<file path="config.mk">
export PLATFORM = sky130hd
export DESIGN_NAME = swm_master
export DESIGN_NICKNAME = d
export VERILOG_FILES = /design/src/verilog/swm_pkg.sv /design/src/verilog/swm_crc_if.sv /design/src/verilog/swm_crc.sv /design/src/verilog/swm_master.sv
export SDC_FILE = /design/constraint.sdc
export NUM_CORES = 1
export LEC_CHECK = 0
export BUFFER_PORTS_ARGS = -buffer_cell sky130_fd_sc_hd__buf_2
export CAP_MARGIN = 10
export CORE_UTILIZATION = 40
export CTS_CLUSTER_SIZE = 14
export DETAILED_ROUTE_END_ITERATION = 8
export PLACE_DENSITY = 0.66
export SKIP_CTS_REPAIR_TIMING = 1
export SLEW_MARGIN = 20
export SYNTH_ARGS = -nofsm -noshare
export SYNTH_HDL_FRONTEND = slang
export SYNTH_SLANG_ARGS = --single-unit
export TNS_END_PERCENT = 10
</file>
<file path="constraint.sdc">
create_clock -name mclk -period 2.1 [get_ports mclk]
set_clock_uncertainty 0.1 [all_clocks]
set_input_delay 0.105 -clock mclk [delete_from_list [all_inputs] [get_ports mclk]]
set_output_delay 0.105 -clock mclk [all_outputs]
set_load 0.1 [all_outputs]
</file>
<file path="src/verilog/swm_pkg.sv">
// shared constants and types for the single-wire bus master
// assumes a 10 MHz mclk; all slot timing is counted in mclk cycles
package swm_pkg;

   // ========================================================
   // clock
   localparam int CLK_PERIOD_NS = 100;

   // ========================================================
   // line timing, in microseconds as specified
   localparam int RESET_LOW_TIME_US     = 480; // reset_low_time, least
   localparam int RESET_HIGH_TIME_US    = 480; // line released after reset, least
   localparam int PRESENCE_WAIT_TIME_US = 60;  // presence_wait_time, longest
   localparam int PRESENCE_LOW_TIME_US  = 60;  // presence_low_time, least
   localparam int PRESENCE_SAMPLE_US    = PRESENCE_WAIT_TIME_US + 10;
   localparam int WRITE1_LOW_US         = 6;   // inside 1..15
   localparam int WRITE0_LOW_US         = 65;  // inside 60..120
   localparam int READ_LOW_US           = 1;   // least low time of a read slot
   localparam int READ_SAMPLE_US        = 13;  // device data valid until 15
   localparam int SLOT_TIME_US          = 70;  // inside 60..120
   localparam int RECOVERY_US           = 5;   // least, between slots
   localparam int PROG_DELAY_US         = 5;   // line idle before the pulse
   localparam int PROG_PULSE_US         = 480; // program pulse width
   localparam int PROG_VERIFY_US        = 5;   // idle after the pulse
   localparam int LINE_LOW_MAX_US       = 120; // longest non-reset low

   // ========================================================
   // conversion: least times round up, longest times round down
   function automatic int cycMin(input int us);
      return (us * 1000 + CLK_PERIOD_NS - 1) / CLK_PERIOD_NS;
   endfunction

   function automatic int cycMax(input int us);
      return (us * 1000) / CLK_PERIOD_NS;
   endfunction

   localparam int RESET_LOW_CYC   = cycMin(RESET_LOW_TIME_US);
   localparam int RESET_HIGH_CYC  = cycMin(RESET_HIGH_TIME_US);
   localparam int PRES_SAMPLE_CYC = cycMin(PRESENCE_SAMPLE_US);
   localparam int WRITE1_LOW_CYC  = cycMin(WRITE1_LOW_US);
   localparam int WRITE0_LOW_CYC  = cycMin(WRITE0_LOW_US);
   localparam int READ_LOW_CYC    = cycMin(READ_LOW_US);
   localparam int READ_SAMPLE_CYC = cycMax(READ_SAMPLE_US);
   localparam int SLOT_CYC        = cycMin(SLOT_TIME_US + RECOVERY_US);
   localparam int PROG_DELAY_CYC  = cycMin(PROG_DELAY_US);
   localparam int PROG_PULSE_CYC  = cycMin(PROG_PULSE_US);
   localparam int PROG_VERIFY_CYC = cycMin(PROG_VERIFY_US);
   localparam int LINE_LOW_MAX_CYC = cycMax(LINE_LOW_MAX_US);

   // ========================================================
   // crc: x^8 + x^5 + x^4 + 1, reflected for lsb-first shifting
   localparam logic [7:0] CRC_POLY_REFL = 8'h8C;
   localparam logic [7:0] CRC_INIT      = 8'h00;

   // ========================================================
   // user commands
   typedef enum logic [2:0] {
      CMD_RESET,
      CMD_WRITE_BIT,
      CMD_READ_BIT,
      CMD_WRITE_BYTE,
      CMD_READ_BYTE,
      CMD_PROGRAM,
      CMD_CRC_CLEAR
   } swm_cmd_t;

   // ========================================================
   // sequencer states
   typedef enum logic [2:0] {
      ST_IDLE,
      ST_RST_LOW,
      ST_RST_HIGH,
      ST_SLOT_LOW,
      ST_SLOT_REST,
      ST_PROG_DLY,
      ST_PROG_PULSE,
      ST_PROG_VFY
   } swm_state_t;

endpackage

</file>
<file path="src/verilog/swm_crc_if.sv">
// carrier between the bus sequencer and its crc generator
// assumes both ends share mclk; shift and clear act on the same edge
`timescale 1ns/10ps
`default_nettype none

interface swm_crc_if;
   logic       clear;    // restart at the initial value
   logic       shiftEn;  // take one bit this cycle
   logic       din;      // bit to take, lsb-first order
   logic [7:0] crc;      // running remainder
   logic       zero;     // remainder is zero, registered

   modport ctrl (output clear, output shiftEn, output din, input crc, input zero);
   modport gen  (input clear, input shiftEn, input din, output crc, output zero);
endinterface

`default_nettype wire

</file>
<file path="src/verilog/swm_crc.sv">
// serial crc generator, one bit a cycle, lsb first
// assumes the sequencer pulses shiftEn once per bit on the line
`timescale 1ns/10ps
`default_nettype none

module swm_crc (
   // clock and control
   input  wire logic mclk,
   input  wire logic rstn,
   input  wire logic ce,
   // sequencer side
   swm_crc_if.gen    cb
);

   typedef struct packed {
      logic [7:0] crc;
      logic       zero;
   } swm_crc_regs_t;

   swm_crc_regs_t s_q;
   swm_crc_regs_t s_d;
   logic          fb;

   // ========================================================
   // next remainder; clear has priority over a shift
   // reflected polynomial step
   always_comb begin
      s_d = s_q;
      fb  = s_q.crc[0] ^ cb.din;
      if (cb.clear) begin
         s_d.crc = swm_pkg::CRC_INIT;
      end else if (cb.shiftEn) begin
         s_d.crc = {1'b0, s_q.crc[7:1]} ^ (fb ? swm_pkg::CRC_POLY_REFL : 8'h00);
      end
      s_d.zero = (s_d.crc == 8'h00);
   end

   // state register, frozen while ce is low
   always_ff @(posedge mclk or negedge rstn) begin
      if (!rstn) begin
         s_q.crc  <= swm_pkg::CRC_INIT;
         s_q.zero <= 1'b1;
      end else if (ce) begin
         s_q <= s_d;
      end
   end

   assign cb.crc  = s_q.crc;
   assign cb.zero = s_q.zero;

   // ========================================================
   // checks
   property p_crc_poly;
      @(posedge mclk) disable iff (!rstn)
      (ce && !cb.clear && cb.shiftEn && cb.din && cb.crc == 8'h00) |=> (cb.crc == 8'h8C);
   endproperty
   a_crc_poly: assert property (p_crc_poly) else $error("crc step off polynomial");

endmodule

`default_nettype wire

</file>
<file path="src/verilog/swm_master.sv">
// bus master for a single open-drain data line with program pulse
// assumes an external pull-up on the line and a 12 V switch on progEn
//
// Summary of operation
// - master holds line low 480 us to reset
// - only presence comes from device; master starts rest
// - master opens each slot with falling edge
// - program pulse only after byte crc confirmed; code only checks crc zero, which also holds after reset or CMD_CRC_CLEAR
// - program pulse 12 V for 480 us, then idle
// - all crcs use x^8 + x^5 + x^4 + 1
// - master computes crc and decides alone
// - line idles high; no stray long lows
`timescale 1ns/10ps
`default_nettype none

module swm_master #(
   parameter int RESET_LOW_CYC  = swm_pkg::RESET_LOW_CYC,
   parameter int RESET_HIGH_CYC = swm_pkg::RESET_HIGH_CYC,
   parameter int PROG_PULSE_CYC = swm_pkg::PROG_PULSE_CYC,
   parameter int CNT_W          = 13
) (
   // clock, reset, enable
   input  wire logic              mclk,
   input  wire logic              resetn,
   input  wire logic              ce,
   // user commands
   input  wire logic              cmdValid,
   input  wire swm_pkg::swm_cmd_t cmdCode,
   input  wire logic [7:0]        wrData,
   output var  logic              busy,
   output var  logic              done,
   output var  logic              err,
   output var  logic [7:0]        rdData,
   output var  logic              presence,
   output var  logic [7:0]        crc,
   output var  logic              crcZero,
   // data line and program switch
   input  wire logic              dqIn,
   output var  logic              dqOut,
   output var  logic              dqOe,
   output var  logic              progEn
);

   // ========================================================
   // elaboration checks
   localparam int CNT_MAX = (1 << CNT_W) - 1;
   if (RESET_LOW_CYC < 1 || RESET_LOW_CYC > CNT_MAX) $error("RESET_LOW_CYC out of range");
   if (RESET_HIGH_CYC <= swm_pkg::PRES_SAMPLE_CYC || RESET_HIGH_CYC > CNT_MAX)
      $error("RESET_HIGH_CYC out of range");
   if (PROG_PULSE_CYC < 1 || PROG_PULSE_CYC > CNT_MAX) $error("PROG_PULSE_CYC out of range");
   if (swm_pkg::SLOT_CYC > CNT_MAX) $error("CNT_W too small for a slot");

   // counter end values at counter width
   localparam logic [CNT_W-1:0] RstLowEnd  = CNT_W'(RESET_LOW_CYC - 1);
   localparam logic [CNT_W-1:0] RstHighEnd = CNT_W'(RESET_HIGH_CYC - 1);
   localparam logic [CNT_W-1:0] PresAt     = CNT_W'(swm_pkg::PRES_SAMPLE_CYC - 1);
   localparam logic [CNT_W-1:0] W1LowEnd   = CNT_W'(swm_pkg::WRITE1_LOW_CYC - 1);
   localparam logic [CNT_W-1:0] W0LowEnd   = CNT_W'(swm_pkg::WRITE0_LOW_CYC - 1);
   localparam logic [CNT_W-1:0] RdLowEnd   = CNT_W'(swm_pkg::READ_LOW_CYC - 1);
   localparam logic [CNT_W-1:0] RdSampleAt = CNT_W'(swm_pkg::READ_SAMPLE_CYC - 1);
   localparam logic [CNT_W-1:0] SlotEnd    = CNT_W'(swm_pkg::SLOT_CYC - 1);
   localparam logic [CNT_W-1:0] PrDlyEnd   = CNT_W'(swm_pkg::PROG_DELAY_CYC - 1);
   localparam logic [CNT_W-1:0] PrPulseEnd = CNT_W'(PROG_PULSE_CYC - 1);
   localparam logic [CNT_W-1:0] PrVfyEnd   = CNT_W'(swm_pkg::PROG_VERIFY_CYC - 1);

   typedef struct packed {
      swm_pkg::swm_state_t st;
      logic [CNT_W-1:0]    cnt;
      logic [3:0]          bitsLeft;
      logic [7:0]          sh;
      logic                rdOp;
      logic                byteOp;
      logic                smp;
      logic                dqOe;
      logic                dqOut;
      logic                ppEn;
      logic                busy;
      logic                done;
      logic                err;
      logic                presence;
      logic [7:0]          rdData;
   } swm_regs_t;

   function automatic logic isReadCmd(input swm_pkg::swm_cmd_t c);
      return (c == swm_pkg::CMD_READ_BIT) || (c == swm_pkg::CMD_READ_BYTE);
   endfunction

   function automatic logic isByteCmd(input swm_pkg::swm_cmd_t c);
      return (c == swm_pkg::CMD_WRITE_BYTE) || (c == swm_pkg::CMD_READ_BYTE);
   endfunction

   swm_regs_t  s_q;
   swm_regs_t  s_d;
   logic [1:0] rstSync_q;
   logic       rstn;
   logic       dqMeta_q;
   logic       dqSync_q;
   logic       newBit;
   swm_crc_if  crcBus ();

   // ========================================================
   // reset release and line input synchronisers
   always_ff @(posedge mclk or negedge resetn) begin
      if (!resetn) begin
         rstSync_q <= 2'b00;
      end else begin
         rstSync_q <= {rstSync_q[0], 1'b1};
      end
   end
   assign rstn = rstSync_q[1];

   // line level is asynchronous to mclk; only dqSync_q is read
   always_ff @(posedge mclk or negedge rstn) begin
      if (!rstn) begin
         dqMeta_q <= 1'b1;
         dqSync_q <= 1'b1;
      end else if (ce) begin
         dqMeta_q <= dqIn;
         dqSync_q <= dqMeta_q;
      end
   end

   // ========================================================
   // sequencer next state
   always_comb begin
      s_d                = s_q;
      s_d.done           = 1'b0;
      s_d.cnt            = s_q.cnt + CNT_W'(1);
      newBit             = s_q.rdOp ? s_q.smp : s_q.sh[0];
      crcBus.clear       = 1'b0;
      crcBus.shiftEn     = 1'b0;
      crcBus.din         = newBit;
      case (s_q.st)
         swm_pkg::ST_IDLE: begin
            s_d.cnt = '0;
            if (cmdValid) begin
               s_d.err  = 1'b0;
               s_d.busy = 1'b1;
               case (cmdCode)
                  swm_pkg::CMD_RESET: begin
                     s_d.st       = swm_pkg::ST_RST_LOW;
                     s_d.dqOe     = 1'b1;
                     s_d.presence = 1'b0;
                  end
                  swm_pkg::CMD_WRITE_BIT, swm_pkg::CMD_READ_BIT,
                  swm_pkg::CMD_WRITE_BYTE, swm_pkg::CMD_READ_BYTE: begin
                     s_d.st       = swm_pkg::ST_SLOT_LOW;
                     s_d.dqOe     = 1'b1;
                     s_d.rdOp     = isReadCmd(cmdCode);
                     s_d.byteOp   = isByteCmd(cmdCode);
                     s_d.bitsLeft = isByteCmd(cmdCode) ? 4'h8 : 4'h1;
                     s_d.sh       = wrData;
                  end
                  swm_pkg::CMD_PROGRAM: begin
                     if (crcBus.zero) begin
                        s_d.st = swm_pkg::ST_PROG_DLY;
                     end else begin
                        s_d.busy = 1'b0;
                        s_d.done = 1'b1;
                        s_d.err  = 1'b1;
                     end
                  end
                  swm_pkg::CMD_CRC_CLEAR: begin
                     crcBus.clear = 1'b1;
                     s_d.busy     = 1'b0;
                     s_d.done     = 1'b1;
                  end
                  default: begin
                     s_d.busy = 1'b0;
                     s_d.done = 1'b1;
                     s_d.err  = 1'b1;
                  end
               endcase
            end
         end
         swm_pkg::ST_RST_LOW: begin
            if (s_q.cnt == RstLowEnd) begin
               s_d.dqOe = 1'b0;
               s_d.cnt  = '0;
               s_d.st   = swm_pkg::ST_RST_HIGH;
            end
         end
         // presence is sampled between the latest start and earliest end
         swm_pkg::ST_RST_HIGH: begin
            if (s_q.cnt == PresAt) begin
               s_d.presence = !dqSync_q;
            end
            if (s_q.cnt == RstHighEnd) begin
               s_d.st   = swm_pkg::ST_IDLE;
               s_d.busy = 1'b0;
               s_d.done = 1'b1;
            end
         end
         swm_pkg::ST_SLOT_LOW: begin
            if (s_q.cnt == (s_q.rdOp ? RdLowEnd : (s_q.sh[0] ? W1LowEnd : W0LowEnd))) begin
               s_d.dqOe = 1'b0;
               s_d.st   = swm_pkg::ST_SLOT_REST;
            end
         end
         swm_pkg::ST_SLOT_REST: begin
            if (s_q.rdOp && s_q.cnt == RdSampleAt) begin
               s_d.smp = dqSync_q;
            end
            if (s_q.cnt == SlotEnd) begin
               crcBus.shiftEn = 1'b1;
               s_d.sh         = {newBit, s_q.sh[7:1]};
               s_d.bitsLeft   = s_q.bitsLeft - 4'h1;
               if (s_q.bitsLeft == 4'h1) begin
                  s_d.st     = swm_pkg::ST_IDLE;
                  s_d.busy   = 1'b0;
                  s_d.done   = 1'b1;
                  s_d.rdData = s_q.byteOp ? {newBit, s_q.sh[7:1]} : {7'h00, newBit};
               end else begin
                  s_d.st   = swm_pkg::ST_SLOT_LOW;
                  s_d.dqOe = 1'b1;
                  s_d.cnt  = '0;
               end
            end
         end
         swm_pkg::ST_PROG_DLY: begin
            if (s_q.cnt == PrDlyEnd) begin
               s_d.ppEn = 1'b1;
               s_d.cnt  = '0;
               s_d.st   = swm_pkg::ST_PROG_PULSE;
            end
         end
         swm_pkg::ST_PROG_PULSE: begin
            if (s_q.cnt == PrPulseEnd) begin
               s_d.ppEn = 1'b0;
               s_d.cnt  = '0;
               s_d.st   = swm_pkg::ST_PROG_VFY;
            end
         end
         swm_pkg::ST_PROG_VFY: begin
            if (s_q.cnt == PrVfyEnd) begin
               s_d.st   = swm_pkg::ST_IDLE;
               s_d.busy = 1'b0;
               s_d.done = 1'b1;
            end
         end
         default: begin
            s_d.st   = swm_pkg::ST_IDLE;
            s_d.dqOe = 1'b0;
            s_d.ppEn = 1'b0;
            s_d.busy = 1'b0;
         end
      endcase
      // ce low must not leak a crc step
      if (!ce) begin
         crcBus.clear   = 1'b0;
         crcBus.shiftEn = 1'b0;
      end
   end

   // state register
   always_ff @(posedge mclk or negedge rstn) begin
      if (!rstn) begin
         s_q <= '{st: swm_pkg::ST_IDLE, cnt: '0, bitsLeft: 4'h0, sh: 8'h00,
                  rdOp: 1'b0, byteOp: 1'b0, smp: 1'b1, dqOe: 1'b0, dqOut: 1'b0,
                  ppEn: 1'b0, busy: 1'b0, done: 1'b0, err: 1'b0, presence: 1'b0,
                  rdData: 8'h00};
      end else if (ce) begin
         s_q <= s_d;
      end
   end

   swm_crc u_crc (
      .mclk (mclk),
      .rstn (rstn),
      .ce   (ce),
      .cb   (crcBus.gen)
   );

   // the line is only ever pulled low; the pull-up makes the high
   assign dqOut    = s_q.dqOut;
   assign dqOe     = s_q.dqOe;
   assign progEn   = s_q.ppEn;
   assign busy     = s_q.busy;
   assign done     = s_q.done;
   assign err      = s_q.err;
   assign rdData   = s_q.rdData;
   assign presence = s_q.presence;
   assign crc      = crcBus.crc;
   assign crcZero  = crcBus.zero;

   // ========================================================
   // checker helpers: run lengths and crc at byte start
   logic [CNT_W-1:0] lowRun_q;
   logic [CNT_W-1:0] ppRun_q;
   logic [7:0]       crcAtStart_q;
   always_ff @(posedge mclk or negedge rstn) begin
      if (!rstn) begin
         lowRun_q     <= '0;
         ppRun_q      <= '0;
         crcAtStart_q <= 8'h00;
      end else if (ce) begin
         lowRun_q <= s_q.dqOe ? lowRun_q + CNT_W'(1) : '0;
         ppRun_q  <= s_q.ppEn ? ppRun_q + CNT_W'(1) : '0;
         if (s_q.st == swm_pkg::ST_IDLE && cmdValid) begin
            crcAtStart_q <= crcBus.crc;
         end
      end
   end

   property p_rst_low;
      @(posedge mclk) disable iff (!rstn)
      ($fell(s_q.dqOe) && $past(s_q.st) == swm_pkg::ST_RST_LOW)
         |-> ($past(lowRun_q) >= RESET_LOW_CYC - 1);
   endproperty
   a_rst_low: assert property (p_rst_low) else $error("reset low too short");

   property p_idle_quiet;
      @(posedge mclk) disable iff (!rstn)
      !s_q.busy |-> (!s_q.dqOe && !s_q.ppEn);
   endproperty
   a_idle_quiet: assert property (p_idle_quiet) else $error("line driven while idle");

   property p_slot_open;
      @(posedge mclk) disable iff (!rstn)
      ($rose(s_q.busy) && s_q.st == swm_pkg::ST_SLOT_LOW) |-> s_q.dqOe;
   endproperty
   a_slot_open: assert property (p_slot_open) else $error("slot not opened low");

   property p_prog_ok;
      @(posedge mclk) disable iff (!rstn)
      $rose(s_q.ppEn) |-> (crcBus.zero && !s_q.dqOe);
   endproperty
   a_prog_ok: assert property (p_prog_ok) else $error("program without crc");

   property p_prog_width;
      @(posedge mclk) disable iff (!rstn)
      $fell(s_q.ppEn) |-> ($past(ppRun_q) >= PROG_PULSE_CYC - 1 && !s_q.dqOe);
   endproperty
   a_prog_width: assert property (p_prog_width) else $error("program pulse short");

   property p_crc_check;
      @(posedge mclk) disable iff (!rstn)
      ($rose(s_q.done) && s_q.rdOp && s_q.byteOp && crcAtStart_q == s_q.rdData)
         |-> crcBus.zero;
   endproperty
   a_crc_check: assert property (p_crc_check) else $error("crc compare failed");

   property p_low_bound;
      @(posedge mclk) disable iff (!rstn)
      (s_q.dqOe && s_q.st != swm_pkg::ST_RST_LOW)
         |-> (lowRun_q < swm_pkg::LINE_LOW_MAX_CYC);
   endproperty
   a_low_bound: assert property (p_low_bound) else $error("line low too long");

   c_presence: cover property (@(posedge mclk) disable iff (!rstn) $rose(s_q.presence));
   c_rd_byte:  cover property (@(posedge mclk) disable iff (!rstn)
                  $rose(s_q.done) && s_q.rdOp && s_q.byteOp);
   c_wr_byte:  cover property (@(posedge mclk) disable iff (!rstn)
                  $rose(s_q.done) && !s_q.rdOp && s_q.byteOp);
   c_program:  cover property (@(posedge mclk) disable iff (!rstn) $fell(s_q.ppEn));

endmodule

`default_nettype wire

</file>
== After elaboration in Yosys (flattened, before gate mapping) ==
Cells that the tools add are included.

* Flip-flop bits (word level): 58
* Input bits: 16
* Output and inout port bits: 24
* Word-level logic and storage cells: 137

* Add/sub/neg operators: 2
* Equality and inequality tests: 36
* Mux-type cells: 53
* Bitwise logic cells: 2
* Reductions and logical operators: 25

{| class="wikitable"
|+ Operator list
! cell !! count
|-
| 13-bit case mux with 5 select lines || 1
|-
| 16-bit 2-to-1 mux || 3
|-
| 8-bit 2-to-1 mux || 4
|-
| 14-bit 2-to-1 mux || 2
|-
| 28-bit 2-to-1 mux || 1
|-
| 13-bit by 10-bit equality test with 1-bit output, second input constant || 2
|-
| 2-bit != test, second input constant || 12
|-
| 12-bit case mux with 2 select lines || 1
|-
| 3-bit case mux with 8 select lines || 1
|-
| 3-bit equality test, second input constant || 7
|-
| 10-bit 2-to-1 mux || 2
|-
| 3-bit 2-to-1 mux || 6
|-
| 1-bit 2-to-1 mux || 17
|-
| 13-bit by 1-bit adder with 13-bit output, second input constant || 1
|-
| 13-bit by 10-bit equality test with 1-bit output || 1
|-
| 13-bit equality test, second input constant || 1
|-
| 13-bit by 6-bit equality test with 1-bit output, second input constant || 1
|-
| 13-bit by 8-bit equality test with 1-bit output, second input constant || 1
|-
| 13-bit 2-to-1 mux || 1
|-
| 3-bit by 2-bit equality test with 1-bit output, second input constant || 4
|-
| 4-bit AND reduction || 3
|-
| 11-bit AND reduction || 1
|-
| 2-bit 2-to-1 mux || 5
|-
| 5-bit AND reduction || 2
|-
| 27 further kinds || 38
|}

== Logic depth before layout (Yosys ltp) ==
Gate-level depths: netlist of run 1.

* Depth after elaboration: 7
* Gate-level depth with buffers: 9
* Gate-level depth less buffers: 8

== Cells and area by module ==
A second synthesis of run 1 with hierarchy kept.

* Cells, all modules: 380
* Area total of the unflattened synthesis: 3449.6 µm²

{| class="wikitable"
|+ Modules (own cells, without submodules)
! module !! instances !! cells each !! area each (µm²) !! seq. area each (µm²)
|-
| swm_master || 1 || 326 || 2875.3 || 1229.9
|-
| swm_crc || 1 || 54 || 574.3 || 226.5
|}

== Worst setup path before layout of run 1 ==
No wires, ideal clock.

* Path type: register to register
* Start: register s_q[38] (netlist bit)
* End: register s_q[43] (netlist bit)
* Library setup time: 0.125 ns
* Data arrival time: 2.286 ns
* Required time: 1.875 ns
* Path slack: -0.411 ns
* Stages on the path, launching flop included: 7
* Buffers on the path: 0
* Clock period less this slack: 2.511 ns
* Path through: dfrtp_1 -> or4_4 -> nor3_1 -> o22ai_1 -> a211oi_2 -> and2_2 -> mux2_2

* Cells in the longest elaborated chain, start to end: 3
* Elaborated cells on any way between the ends: 12
* Those cells by class: eq/ne (11); reduce/logical (1)

{| class="wikitable"
|+ Ends and longest elaborated chain
! what !! RTL line !! source
|-
| start, declared || swm_master.sv:92 || <nowiki>swm_regs_t s_q;</nowiki>
|-
| start signal, assigned || swm_master.sv:258 || <nowiki>s_q <= '{st: swm_pkg::ST_IDLE, cnt: '0, bitsLeft: 4'h0, sh: 8'h00,</nowiki>
|-
| 13-bit by 6-bit equality test with 1-bit output, or another cell as far along || swm_master.sv:221, swm_master.sv:235 ||
|-
| 2-bit != test (no source line) || -- ||
|-
| 11-bit AND reduction (no source line) (*) || -- ||
|}

Mark *: on every way between the ends. The rest lies on a longest branch, timed or not.
A chain may end at the register's enable or synchronous reset.

== Worst setup path after layout of run 1 ==
* Start: register s_q[31] (netlist bit)
* End: register s_q[43] (netlist bit)

Same word-level chain as after synthesis.

==> impl_metrics.py, run 1 <==
metrics = {
    "outcome": {
        "status": "finished with violations",
        "violations": "hold timing, setup timing",
    },
    "power": {
        "power_leakage_uw": 0.00219,
        "max-vdd-ir-drop_uv": 630,
        "cellPowerDensity_nw_per_um2": 1190,
    },
    "yosys": {
        "yosys.area_share.simple": 0.261,
        "synth_xor_area_frac": 0.0180,
        "syn-num-nets": 410,
        "yosysWarningCount": 0,
        "synthArstFlopShare": 1.00,
        "postSynthCellCount": 390,
        "yosysSeqAreaShare": 0.428,
        "yosys.area_share.adder": 0.0147,
        "synth_compound_area_frac": 0.197,
        "ys_ff_latch": 58,
        "synthMuxAreaShare": 0.0258,
        "synthFlopType": "dfrtp_1",
        "synth_top_family_by_area": "simple AND/OR/NAND/NOR gates",
        "synthesis.area_um2": 3400,
        "synth_cell_type_count": 65,
        "synth_edf_count": 0,
        "avgSynthCellArea_um2": 8.72,
    },
    "placed_design": {
        "gp_congestion": 0.938,
        "place_hpwl_mm": 6.94,
        "dpl_cell_area_um2": 4210,
        "io_buffers": 38,
        "dp.cells": 582,
    },
    "grt": {
        "track_usage": 0.224,
        "grt_max_degree": 27,
        "antenna_found_initial": 0,
        "grt-ovfl-total": 0,
        "grt_pass1_vias": 3151,
        "grt_pass1_wl_mm": 15.1,
    },
    "routing": {
        "avgRoutedWirePerCell_um": 16.1,
        "drc_errors": 0,
        "drtAntennaViolNets": 0,
        "drt_iter0_markers": 162,
        "vias": 3471,
        "drt_first_pass_iters": 4,
        "drt_wl_total_mm": 9.88,
        "viasPerCell": 5.66,
    },
    "setup_path": {
        "cp.required_ps": 2250,
        "crit_slowest_cell": "dfrtp_1",
        "startpoint": "s_q[31]",
        "start_kind": "register",
        "reg2reg_depth": 8,
        "r2r_start": "s_q[31]",
        "rr_endpoint": "s_q[43]",
        "cpPeakStageDelay_ps": 410,
        "worst_setup_path_end_kind": "register",
        "cp_cell_sequence": "inv_2 -> ha_4 -> or3b_4 -> nor4_4 -> nor3_2 -> a211oi_2 -> and2_4 -> mux2_4",
        "crit_arrival_ps": 2610,
        "reg2reg_slack_ps": -360,
        "worst-path-max-fanout": 3,
        "worst-setup-path-type": "register to register",
    },
    "final_layout": {
        "drive_above_1_share": 0.376,
        "final_cells": 613,
        "final.fill_count": 701,
        "final_util": 0.586,
        "final_cell_area_um2": 4820,
        "areaGrowthSynthToFinish_pct": 41.7,
        "diodes": 0,
        "final_common_cell": "buf_4",
        "finalNetCount": 523,
        "layout_common_cells": "buf_4 (80), nand2_1 (61), dfrtp_1 (53)",
    },
    "hold_path": {
        "hold_class": "input port to register",
        "holdPathEnd": "s_q[24]",
        "whs_path_depth": 3,
        "hold_start": "wrData[6]",
    },
    "timing": {
        "slew_headroom": 0.568,
        "fmax_mhz": 406,
        "maxSlewViolCount": 0,
        "setup_viol": 33,
        "hold_viol_final": 2,
        "period_share": 1.17,
        "fin_crit_ps": 2460,
        "tightestPinTransition_ps": 642,
        "setup_ws_ps": -362,
        "rsz0062_at_grt": "yes",
        "fin_hold_ws_ps": -32.6,
    },
    "floorplanning": {
        "core_um2": 8220,
        "start_util": 0.414,
        "die_area_um2": 8870,
        "dieHeight_um": 94.2,
        "die_x_um": 94.2,
        "num_rows": 33,
        "num_io_pins": 40,
    },
    "clock_tree": {
        "cts_tree": "built",
        "cts-root-buf": "clkbuf_8",
        "cts_made_buffers": 9,
        "htree_levels": 3,
        "cts_sinks": 58,
        "clockBufferDepth": 2,
        "clk_latency_ps": 350,
        "clkSlewWorstSetupHoldPaths_ps": 80,
    },
    "job": {
        "cap_violations": 0,
    },
}
flip-flops by register name, indices dropped and copies added, names as in the netlist:
signal	flops
dqSync_q	1
u_crc.cb.zero	1
s_q	31
rstSync_q	2
dqOe	1
presence	1
done	1
rdData	8
err	1
progEn	1
u_crc.cb.crc	8
dqMeta_q	1
busy	1
layout make-up:
type                       instances  area, um^2  share of cell area
sequential                        58        1460               0.303
multi-input combinational        294        1960               0.408
clock buffer                       9         124              0.0257
clock inverter                     7         141              0.0294
tap                              105         131              0.0273
timing repair buffer             134         976               0.203
inverter                           6        22.5             0.00468
critical path: cells and delay by family (launching register included):
family,cells,cell delay [ps]
mux,1,290
buf+inv,1,90
fa+ha+maj,1,120
simple gates,4,1090
flops,1,410
compound gates,1,260
metal layers:
metal,global-route usage,vias up,part of all wire
met5,0,-,0
met4,0.0936,0,0.028
met3,0.0494,35,0.059
met2,0.356,121,0.48
met1,0.292,1678,0.44
li1,-,1637,-
power breakdown:
part	switching (uW)	internal, uW
logic	1440	1220
registers	285	1380
clock network	499	908
total	2220	3500
per-stage QoR:
stage	hold slack [ps]	TNS (ps)	total power, uW	worst slack [ps]
3_5_place_dp	-205	-6240	3980	-445
5_1_grt	-0.525	-9100	6030	-447
4_1_cts	-583	-6450	5390	-451
6_report	-32.6	-5550	5730	-362
3_3_place_gp	-210	-3850	3910	-250
2_1_floorplan	-291	-2630	2960	-269
synthesized netlist by cell type (all sizes together), types with 5 or more instances:
master | instances | area share
and3 | 6 | 0.013
nand4 | 7 | 0.015
clkbuf | 20 | 0.022
nor2b | 7 | 0.013
a21oi | 25 | 0.037
nor2 | 24 | 0.027
mux2 | 6 | 0.020
dfrtp | 54 | 0.40
xor2 | 5 | 0.013
a22oi | 9 | 0.020
nor4 | 8 | 0.025
nor3 | 12 | 0.018
nand2 | 67 | 0.074
nand2b | 6 | 0.011
inv | 6 | 0.0066
buf | 12 | 0.024
nand3 | 13 | 0.019
o21ai | 28 | 0.041
worst max path at each step:
stage	endpoint	slack (ps)	depth (start not counted)
floorplan	s_q[43]	-270	6
global placement	s_q[43]	-250	6
detailed placement	u_crc.cb.zero	-450	6
CTS	u_crc.cb.zero	-450	6
global route	s_q[43]	-450	8
finish	s_q[43]	-360	8
kinds of logic after synthesis:
kind of cell | Yosys count
AND/OR/NAND/NOR | 170
flip-flops | 58
XOR/XNOR | 7
other | 2
AO/OA/AOI/OAI | 103
adder cells (fa/ha/maj) | 4
multiplexers | 8
buffers and inverters | 38
(Power assumes the default switching activity.)
==> run 2, diff against run 1 <==
--- a/config.mk
+++ b/config.mk
@@ -11,7 +11,6 @@
 export CTS_CLUSTER_SIZE = 14
 export DETAILED_ROUTE_END_ITERATION = 8
 export PLACE_DENSITY = 0.66
-export SKIP_CTS_REPAIR_TIMING = 1
 export SLEW_MARGIN = 20
 export SYNTH_ARGS = -nofsm -noshare
 export SYNTH_HDL_FRONTEND = slang
==> impl_metrics.py, run 2 (synthesis gave the netlist of run 1 again) <==
metrics = {
    "grt": {
        "antenna_found_initial": 0,
        "grt_max_degree": 27,
        "track_usage": 0.238,
        "grt_pass1_vias": 3340,
        "grt-ovfl-total": 0,
        "grt_pass1_wl_mm": 16.2,
    },
    "final_layout": {
        "diodes": 0,
        "layout_common_cells": "buf_4 (79), nand2_1 (64), dfrtp_1 (53)",
        "finalNetCount": 525,
        "largest_reg_flops": 31,
        "final_util": 0.592,
        "regMostFlops": "s_q",
        "drive_above_1_share": 0.382,
        "final_common_cell": "buf_4",
        "areaGrowthSynthToFinish_pct": 43.0,
    },
    "floorplanning": {
        "die_area_um2": 8870,
        "num_io_pins": 40,
        "start_util": 0.414,
        "dieHeight_um": 94.2,
        "num_rows": 33,
        "core_um2": 8220,
        "die_x_um": 94.2,
    },
    "routing": {
        "drt_wl_total_mm": 9.91,
        "drt_iter0_markers": 183,
        "vias": 3473,
        "drc_errors": 0,
        "drtAntennaViolNets": 0,
        "avgRoutedWirePerCell_um": 16.1,
        "viasPerCell": 5.65,
        "drt_first_pass_iters": 5,
    },
    "clock_tree": {
        "clockBufferDepth": 2,
        "htree_levels": 3,
        "cts-root-buf": "clkbuf_8",
        "cts_tree": "built",
        "cts_sinks": 58,
        "cts_made_buffers": 9,
        "clkSlewWorstSetupHoldPaths_ps": 80,
        "clk_latency_ps": 350,
    },
    "outcome": {
        "violations": "setup timing",
        "status": "finished with violations",
    },
    "timing": {
        "maxSlewViolCount": 0,
        "slew_headroom": 0.595,
        "hold_viol_final": 0,
        "rsz0062_at_grt": "yes",
        "tightestPinTransition_ps": 602,
        "period_share": 1.17,
        "setup_ws_ps": -349,
        "fmax_mhz": 408,
        "setup_viol": 32,
        "fin_crit_ps": 2450,
    },
    "placed_design": {
        "dp_slack_ps": -445,
        "gp_congestion": 0.938,
        "io_buffers": 38,
        "place_hpwl_mm": 6.94,
    },
    "setup_path": {
        "start_kind": "register",
        "crit_arrival_ps": 2590,
        "crit_slowest_cell": "or4_4",
        "cp_cell_sequence": "or4_4 -> nor4_4 -> nor3_2 -> a211oi_2 -> and2_4 -> mux2_4",
        "path_buf_inv": 0,
        "cp.required_ps": 2240,
        "worst-path-max-fanout": 4,
        "cp_top_family": "simple AND/OR/NAND/NOR gates",
        "worst_setup_path_end_kind": "register",
        "worst-setup-path-type": "register to register",
        "cpPeakStageDelay_ps": 620,
    },
    "power": {
        "max-vdd-ir-drop_uv": 613,
        "power_leakage_uw": 0.00221,
        "cellPowerDensity_nw_per_um2": 1180,
    },
    "hold_path": {
        "hold_class": "input port to register",
    },
    "job": {
        "cap_violations": 0,
    },
}
run 2: changes by cell type in the layout (fill, tap and decap cells not counted), sizes merged:
cell / before / now
buf: 124 / 125
dlygate4sd3: 10 / 11
run 2: worst min-delay path, delay by kind of cell:
kind / cells / cell delay (ps)
AO/OA/AOI/OAI: 1 / 80
buffers and inverters: 1 / 140
AND/OR/NAND/NOR: 1 / 100
run 2: worst paths after layout:
kind | from | endpoint | slack, ps | depth (start not counted)
max | s_q[42] | s_q[43] | -350 | 6
min | cmdCode[2] | err | 20 | 3
max reg2reg | s_q[42] | s_q[43] | -350 | 6
min reg2reg | rstSync_q[1] | s_q[18] | 180 | 0
max in group asynchronous | rstSync_q[1] | rdData[5] | 1000 | 1
min in group asynchronous | rstSync_q[1] | s_q[18] | 180 | 0
run 2: layout make-up:
cell class                      count  area [um^2]
Fill cell                         690         3350
Multi-Input combinational cell    294         1980
Sequential cell                    58         1460
Timing Repair Buffer              136         1000
Clock inverter                      7          141
Tap cell                          105          131
Clock buffer                        9          124
Inverter                            6         22.5
run 2: metal layers:
layer  global-route usage  vias up  wire, um
met5                    0        -         0
met4               0.0923        0       173
met3               0.0461       17       529
met2                0.392      126      4840
met1                0.304     1697      4370
li1                     -     1633         -
run 2: timing repair:
item                                   4_1_cts  5_1_grt
resized for setup                           37       26
endpoints found under the hold margin       12        0
setup endpoints to repair                   40       51
pin swaps                                   11       10
setup buffers                                4        3
hold buffers                                11        0
run 2: metrics by stage:
| stage | hold WS (ps) | setup TNS, ps | instances | total power, uW | cell area (um^2) |
|---|---|---|---|---|---|
| after floorplan | -291 | -2630 | 390 | 2960 | 3420 |
| after global placement | -210 | -3850 | 582 | 3910 | 4210 |
| after detailed placement | -205 | -6240 | 582 | 3980 | 4210 |
| after CTS | 3.56 | -3660 | 613 | 5550 | 4740 |
| after global routing | 55.6 | -7220 | 615 | 6030 | 4860 |
| final | 20.7 | -3820 | 615 | 5710 | 4860 |
run 2: power breakdown:
part	leakage [uW]	internal [uW]	total [uW]	switching (uW)
Combinational	0.00133	1200	2660	1460
Sequential	0.000757	1380	1650	274
Clock	0.000129	908	1400	492
